===== src/ssc_slave_pkg.sv =====
// constants, field layout and state codes for the serial slave
`default_nettype none
package ssc_slave_pkg;
  // command byte layout: direction, start address, byte count
  localparam int        CMD_DIR_BIT    = 7;
  localparam int        CMD_ADDR_HI    = 6;
  localparam int        CMD_ADDR_LO    = 3;
  localparam int        CMD_CNT_HI     = 2;
  localparam int        CMD_CNT_LO     = 0;
  localparam logic [7:0] UPDATE_CMD    = 8'h00;
  // address wrap target and slave number location
  localparam logic [3:0] ADDR_WRAP     = 4'h0;
  localparam logic [3:0] SLAVE_REG_ADDR = 4'hf;
  localparam int        SLAVE_NUM_HI   = 1;
  localparam int        SLAVE_NUM_LO   = 0;
  localparam logic [1:0] SLAVE_NUM_RST = 2'h0;
  // crc generator x^8+x^4+x^3+x^2+1 and preset
  localparam logic [7:0] CRC_POLY      = 8'h1d;
  localparam logic [7:0] CRC_PRESET    = 8'hff;
  // released line, all ones
  localparam logic [7:0] IDLE_LINE     = 8'hff;
  localparam logic [2:0] LAST_BIT      = 3'h7;
  localparam logic [2:0] ONE_BYTE      = 3'h1;

  typedef enum logic [5:0] {
    ST_IDLE = 6'b000001,
    ST_CMD  = 6'b000010,
    ST_DATA = 6'b000100,
    ST_CRC  = 6'b001000,
    ST_SACT = 6'b010000,
    ST_DONE = 6'b100000
  } ssc_state_type;
endpackage
`default_nettype wire


===== src/ssc_slave_crc_protocol.sv =====
// serial slave: framing, auto increment, crc and slave-active byte
// Function
// - every byte travels most significant bit first
// - drive on rising edge, sample on falling
// - act only on complete received bytes
// - chip select high aborts, crc resets
// - address auto increments, wraps to zero
// - crc byte appended only when count nonzero
// - low nibble: own slave bit low
// - high nibble: own bit low if crc matches
// - update command keeps transfer and crc running
// - zero command copies immediate values to snapshot
// - after last byte send ones, ignore master
// - snapshot mode routes accesses to update registers
// - crc restarts per transfer, covers command and data bytes
// - crc x8+x4+x3+x2+1, parallel byte step
// - crc remainder preset to all ones
// - crc remainder inverted before sending
// - slave number picks bit in each nibble
// - lock-protected two-bit slave number field held
// - mode clear reads immediate, set reads snapshot
// - update status bit toggles once in each cycle that has an update
`timescale 1ns/1ns
`default_nettype none
module ssc_slave_crc_protocol
  import ssc_slave_pkg::*;
#(
  parameter int ADDR_W = 4,
  parameter int CNT_W  = 3
)(
  input  wire logic              mclk,
  input  wire logic              rst,
  input  wire logic              cs_n,
  input  wire logic              sck,
  input  wire logic              data_in,
  output logic                   data_out,
  output logic                   data_oe_n,
  input  wire logic              snapshot_mode_select,
  input  wire logic              lock_open,
  input  wire logic              auto_update,
  input  wire logic [7:0]        reg_rdata,
  output logic [ADDR_W-1:0]      reg_addr,
  output logic [7:0]             reg_wdata,
  output logic                   reg_we,
  output logic                   reg_re,
  output logic                   reg_snapshot,
  output logic                   update_pulse,
  output logic                   update_toggle,
  output logic [1:0]             slave_num
);
  import ssc_slave_pkg::*;

  logic [2:0]        sck_q;
  logic [2:0]        cs_q;
  logic [2:0]        dat_q;
  logic              sck_r;
  logic              cs_hi_r;
  logic              dat_r;
  logic              sck_rise;
  logic              sck_fall;
  ssc_state_type     state_r;
  logic [2:0]        bit_cnt_r;
  logic [6:0]        rx_sh_r;
  logic [7:0]        tx_sh_r;
  logic [7:0]        crc_r;
  logic [ADDR_W-1:0] addr_r;
  logic [CNT_W-1:0]  cnt_r;
  logic              dir_rd_r;
  logic              oe_n_r;
  logic              upd_pulse_r;
  logic              upd_tog_r;
  logic [1:0]        slave_num_r;
  logic              we_r;
  logic              re_r;
  logic              snap_r;
  logic [ADDR_W-1:0] raddr_r;
  logic [7:0]        wdata_r;
  logic [7:0]        rx_byte;
  logic [7:0]        crc_nxt;
  logic              byte_done;
  logic              busy;
  logic [3:0]        own_low;
  logic              crc_match;
  logic [7:0]        sact_byte;
  logic              is_update;
  logic [CNT_W-1:0]  cmd_cnt;
  logic [ADDR_W-1:0] cmd_addr;

  // one crc step over a whole byte, msb first, unrolled by the loop
  function automatic logic [7:0] crc8_step(input logic [7:0] c, input logic [7:0] d);
    logic [7:0] r;
    logic       fb;
    r = c;
    for (int i = 7; i >= 0; i--)
    begin
      fb = r[7] ^ d[i];
      r = {r[6:0], 1'b0};
      if (fb)
        r = r ^ CRC_POLY;
    end
    return r;
  endfunction

  // three-stage synchronisers; stage 0 is seen only by stage 1
  always_ff @(posedge mclk)
  begin
    if (rst)
    begin
      sck_q <= 3'h0;
      cs_q  <= 3'h7;
      dat_q <= 3'h7;
    end
    else
    begin
      sck_q <= {sck_q[1:0], sck};
      cs_q  <= {cs_q[1:0], cs_n};
      dat_q <= {dat_q[1:0], data_in};
    end
  end

  // filtered levels change only when stages 1 and 2 agree
  always_ff @(posedge mclk)
  begin
    if (rst)
    begin
      sck_r   <= 1'b0;
      cs_hi_r <= 1'b1;
      dat_r   <= 1'b1;
    end
    else
    begin
      if (sck_q[1] == sck_q[2])
        sck_r <= sck_q[2];
      if (cs_q[1] == cs_q[2])
        cs_hi_r <= cs_q[2];
      if (dat_q[1] == dat_q[2])
        dat_r <= dat_q[2];
    end
  end

  // edges of the filtered serial clock
  assign sck_rise = (sck_q[1] == sck_q[2]) && sck_q[2] && !sck_r;
  assign sck_fall = (sck_q[1] == sck_q[2]) && !sck_q[2] && sck_r;

  // received byte, msb first, and byte completion
  assign busy      = (state_r != ST_IDLE) && (state_r != ST_DONE);
  assign rx_byte   = {rx_sh_r, dat_r};
  assign byte_done = busy && !cs_hi_r && sck_fall && (bit_cnt_r == LAST_BIT);
  assign crc_nxt   = crc8_step(crc_r, rx_byte);
  // command fields
  assign cmd_cnt   = rx_byte[CMD_CNT_HI:CMD_CNT_LO];
  assign cmd_addr  = rx_byte[CMD_ADDR_HI:CMD_ADDR_LO];
  assign is_update = (rx_byte == UPDATE_CMD);
  // bus crc compared against the inverted remainder
  assign crc_match = (rx_byte == ~crc_r);
  assign own_low   = ~(4'h1 << slave_num_r);
  assign sact_byte = {crc_match ? own_low : 4'hf, own_low};

  // protocol sequencer; chip select high aborts at once
  always_ff @(posedge mclk)
  begin
    if (rst || cs_hi_r)
    begin
      state_r   <= ST_IDLE;
      bit_cnt_r <= 3'h0;
      rx_sh_r   <= 7'h00;
      tx_sh_r   <= IDLE_LINE;
      crc_r     <= CRC_PRESET;
      addr_r    <= '0;
      cnt_r     <= '0;
      dir_rd_r  <= 1'b0;
    end
    else if (state_r == ST_IDLE)
    begin
      state_r <= ST_CMD;
    end
    else if (re_r)
    begin
      tx_sh_r <= reg_rdata; // read data loaded one cycle after strobe
    end
    else if (busy && sck_fall)
    begin
      // sample on falling edge, shift out next bit
      bit_cnt_r <= bit_cnt_r + 3'h1;
      rx_sh_r   <= rx_byte[6:0];
      tx_sh_r   <= {tx_sh_r[6:0], 1'b1};
      if (byte_done)
      begin
        tx_sh_r <= IDLE_LINE;
        case (state_r)
          ST_CMD:
          begin
            crc_r <= crc_nxt;
            if (is_update)
              state_r <= ST_CMD;
            else if (cmd_cnt == '0)
              state_r <= ST_DONE;
            else
            begin
              state_r  <= ST_DATA;
              addr_r   <= cmd_addr;
              cnt_r    <= cmd_cnt;
              dir_rd_r <= rx_byte[CMD_DIR_BIT];
            end
          end
          ST_DATA:
          begin
            crc_r  <= crc_nxt;
            addr_r <= addr_r + ADDR_W'(1); // wraps to ADDR_WRAP
            cnt_r  <= cnt_r - CNT_W'(1);
            if (cnt_r == CNT_W'(ONE_BYTE))
            begin
              state_r <= ST_CRC;
              tx_sh_r <= ~crc_nxt;
            end
          end
          ST_CRC:
          begin
            state_r <= ST_SACT;
            tx_sh_r <= sact_byte;
          end
          default:
          begin
            state_r <= ST_DONE;
          end
        endcase
      end
    end
  end

  // open-drain drive: low for a zero, released otherwise
  always_ff @(posedge mclk)
  begin
    if (rst || cs_hi_r)
      oe_n_r <= 1'b1;
    else if (state_r == ST_DONE)
      oe_n_r <= 1'b1;
    else if (sck_rise)
      oe_n_r <= tx_sh_r[7];
  end

  assign data_out  = 1'b0;
  assign data_oe_n = oe_n_r;

  // register access strobes, one cycle each
  always_ff @(posedge mclk)
  begin
    if (rst)
    begin
      we_r    <= 1'b0;
      re_r    <= 1'b0;
      snap_r  <= 1'b0;
      raddr_r <= '0;
      wdata_r <= 8'h00;
    end
    else
    begin
      we_r   <= byte_done && (state_r == ST_DATA) && !dir_rd_r;
      re_r   <= 1'b0;
      snap_r <= snapshot_mode_select;
      if (byte_done && (state_r == ST_DATA))
      begin
        raddr_r <= addr_r;
        wdata_r <= rx_byte;
        if (dir_rd_r && (cnt_r != CNT_W'(ONE_BYTE)))
        begin
          re_r    <= 1'b1;
          raddr_r <= addr_r + ADDR_W'(1);
        end
      end
      else if (byte_done && (state_r == ST_CMD) && !is_update && (cmd_cnt != '0) && rx_byte[CMD_DIR_BIT])
      begin
        re_r    <= 1'b1;
        raddr_r <= cmd_addr;
      end
    end
  end

  assign reg_we       = we_r;
  assign reg_re       = re_r;
  assign reg_addr     = raddr_r;
  assign reg_wdata    = wdata_r;
  assign reg_snapshot = snap_r;

  // update command pulse and status toggle
  always_ff @(posedge mclk)
  begin
    if (rst)
    begin
      upd_pulse_r <= 1'b0;
      upd_tog_r   <= 1'b0;
    end
    else
    begin
      upd_pulse_r <= byte_done && (state_r == ST_CMD) && is_update;
      if (upd_pulse_r || auto_update)
        upd_tog_r <= !upd_tog_r;
    end
  end

  assign update_pulse  = upd_pulse_r;
  assign update_toggle = upd_tog_r;

  // slave number field, written only while the lock is open
  always_ff @(posedge mclk)
  begin
    if (rst)
      slave_num_r <= SLAVE_NUM_RST;
    else if (we_r && lock_open && (raddr_r == SLAVE_REG_ADDR))
      slave_num_r <= wdata_r[SLAVE_NUM_HI:SLAVE_NUM_LO];
  end

  assign slave_num = slave_num_r;
endmodule
`default_nettype wire


===== config.mk =====
export PLATFORM = sky130hd
export DESIGN_NAME = ssc_slave_crc_protocol
export DESIGN_NICKNAME = d
export VERILOG_FILES = /design/src/ssc_slave_pkg.sv /design/src/ssc_slave_crc_protocol.sv
export SDC_FILE = /design/constraint.sdc
export NUM_CORES = 1
export LEC_CHECK = 0
export ABC_AREA = 1
export BUFFER_PORTS_ARGS = -buffer_cell sky130_fd_sc_hd__buf_4
export CAP_MARGIN = 20
export CORE_MARGIN = 2
export CORE_UTILIZATION = 60
export DETAILED_ROUTE_END_ITERATION = 16
export PLACE_DENSITY = 0.81
export RECOVER_POWER = 100
export SYNTH_ARGS = -nofsm -noshare
export SYNTH_HDL_FRONTEND = slang
export SYNTH_SLANG_ARGS = --single-unit

===== constraint.sdc =====
create_clock -name mclk -period 5.11 [get_ports mclk]
set_input_delay 0.511 -clock mclk [delete_from_list [all_inputs] [get_ports mclk]]
set_output_delay 0.511 -clock mclk [all_outputs]
set_load 0.01 [all_outputs]

==> impl_results.md <==
* Io pins at 37
* Residual DRC at 0
* Crit path DAT at roughly 3.6 ns
* Hold Crit Class: in2reg
* Routed WL at 9.30 mm
* H-tree levels at 3
* Drt pass-1 iters at 5
* Pleak at about 1.8 nW
* Vias in the first global route at roughly 3300
* P_int at ~0.83 mW
* WL/cell at 14.5 µm
* Slew Limit Headroom at under 10%
* Syn Nets at between 500 and 600
* Core Util, Final at between 60 and 70%
* Clock power share at around 45%
* GR Util met3 at 6.63%
* Fin area at about 4000 µm²
* Number of instances in the synthesized netlist at 528
* Total GRT Usage at between 20% and 30%
* Sequential area share after synthesis at between 30% and 40%
* Port Buffers at 35
* CTS max path bufs at 2
* Die height at about 83 µm
* Number of flops mapped to enable cells by yosys at 0
* Syn Area/Cell at between 7 and 8 µm²
* Fill cells at ~530
* Commonest non-fill, non-tap cells in the layout: 150 x nand2_1, 72 x dfxtp_1, 53 x inv_1, 52 x o21ai_0, 43 x a21oi_1
* Setup Slack @ Placement at ~2.9 ns
* Core region area at approximately 6000 µm²
* Final Power at 1.06 mW
* Max_cap viols at 0
* CTS Hold Bufs at 0
* Hold Fails Final Rpt at 0
* Synth Cell Area at 3710 µm²
* Tmin final at between 3 and 4 ns
* CP Data Required Time at around 5.4 ns
* Setup TNS at 0 ns
* Layout cells sized above 1 at 9.88%
* Antenna viol nets, final at 0
* Critical path cell sequence: nor2_1 -> nand4_1 -> nand3_1 -> nor3_1 -> nand2_1 -> clkinvlp_2 -> nor2_1 -> nand2_1 -> nand3_1 -> nand2_1 -> inv_1
* Final global-route overflow total at 0
* Clk sinks at 72
* Nets at approximately 590
* DRT iter0 DRCs at 220
* Max Slew Vio Count at 0
* Slew @ Worst Pin at ~1.4 ns
* Power density cells at roughly 260 nW/µm²
* Reg-to-reg slack, setup at about 1.8 ns
* CP startpoint kind: flop
* RSZ-0062 raised after global routing: no
* Die width at 82.6 µm
* Sw Pwr at around 0.23 mW
* Met1 usage at between 30% and 40%
* Unique masters post-synth at between 40 and 50
* Area grow syn2layout at 9.25%
* Layout Cells excl Fill at roughly 640
* GPL Wtd Cong at about 0.90
* Clk_lat worst skew at roughly 0.35 ns
* Global routing met2 resource utilization at 49.0%
* Placed wire-length estimate at 6.70 mm
* Layout Skew at ~0.0089 ns
* Global-route wire length before repair at roughly 15 mm
* Slowest CP cell: nor3_1
* Setup CP Type: reg2reg
* Setup ws final at roughly 1.8 ns
* Reg clk slew, reported paths at approximately 0.080 ns
* Worst VDD drop at 0.190 mV
* Busiest grt layer: met2
* Period utilisation layout at between 60% and 70%
* Status: completed
* Worst stage delay on the critical path at about 0.8 ns
* Max Fclk at ~300 MHz
* Total number of vias at 3515
* CTS tree: yes
* Root buffer cell: clkbuf_8
* Cell mode on critical path: nand2_1
* Main flop type after synthesis: dfxtp_1
* Largest net degree at the start of global routing at 32
* DP Area at about 4000 µm²
* Seq cells post-synth at around 70
* Cts bufs inserted at 9
* Sequential power share at around 53%
* WP depth at 11
* Avg Vias per Cell at approximately 5.5
* Ant. Diodes at 0
* CP Max Fanout at 19
* Post_cts resized at 0
* Switch share at roughly 22%
* Ys Warns at 0
* Hold Slack at ~0.34 ns
* Post-CTS setup repair buffer count at 0
* Combinational share of power at under 10%
* Worst setup EP type: flop
* Starting Density at between 60% and 70%
* Row count at 28
* Placed Cells at 627
* Die Area at 6820 µm²
* Cells on worst reg2reg path at 11
* Initial antenna violation count at 0
* Async set or reset register ratio after synthesis at 0%
* Setup violators final at 0
* Most common cell after layout, fill and taps aside: nand2_1
* Hold Crit Depth at 2
* Crit path max-delay family: simple AND/OR/NAND/NOR gates
* CP Buf/Inv Count at 2
-- power by group through the flow --
stage                     combinational [mW]  sequential [mW]  clock (mW)
after global placement                0.0220            0.580           0
after detailed placement              0.0228            0.580           0
after floorplan                      0.00985            0.580           0
after global routing                  0.0241            0.567       0.498
final                                 0.0213            0.567       0.474
after CTS                             0.0229            0.567       0.478
-- metal layers --
metal | vias up | routed length [µm]
met4 | 0 | 191
li1 | 1769 | -
met1 | 1593 | 4200
met2 | 134 | 4240
met3 | 19 | 667
met5 | - | 0
-- flip-flops by register name, summed over array words and instances (netlist names), 4 cells and up --
signal,count
addr_r,4
tx_sh_r,8
reg_wdata,8
reg_addr,4
crc_r,8
rx_sh_r,7
state_r,6
-- Yosys cell counts, types with 5 or more instances --
cell type    n  area [µm²]
ha_1         7        87.6
nand2_1    147         552
clkbuf_1     7        26.3
nand4_1      7        43.8
nor2_1      37         139
nor3_1       5        25.0
xor2_1      12         105
nand3_1     26         130
dfxtp_1     72        1440
or2_2        7        43.8
o21ai_0     45         225
inv_2        7        26.3
a21oi_1     43         215
o21ai_1      8        40.0
inv_1       51         191
-- cell families (layout without fill, tap and decap cells) --
group / after synthesis / count (layout) / synth area share [%]
compound gates: 111 / 111 / 16.4
xor+xnor: 17 / 17 / 4.22
fa+ha+maj: 7 / 7 / 2.36
buf+inv: 74 / 113 / 8.68
flops: 72 / 72 / 38.9
other cells: 1 / 1 / 0.101
simple gates: 246 / 246 / 29.3
-- cell type report --
| type | count | area, µm² | area share (%) |
|---|---|---|---|
| Multi-Input combinational cell | 382 | 1880 | 46.5 |
| Sequential cell | 72 | 1440 | 35.6 |
| Inverter | 61 | 231 | 5.72 |
| Timing Repair Buffer | 37 | 195 | 4.82 |
| Clock buffer | 11 | 151 | 3.74 |
| Tap cell | 75 | 93.8 | 2.32 |
| Clock inverter | 4 | 52.6 | 1.30 |
-- path summary, 6_finish.rpt --
path / startpoint / to
setup / recovery: state_r[1] / reg_addr[2]
hold / removal: data_in / dat_q[0]
setup reg to reg: state_r[1] / reg_addr[2]
hold reg to reg: sck_q[0] / sck_q[1]
-- worst register-to-register path: stages (launching register included) --
cell and delay (ns):
dfxtp_1 0.39, nor2_1 0.10, nand4_1 0.17, nand3_1 0.19, nor3_1 0.80, nand2_1 0.50
clkinvlp_2 0.61, nor2_1 0.19, nand2_1 0.10, nand3_1 0.07, nand2_1 0.07, inv_1 0.04
Power figures use the tool's default switching activity.
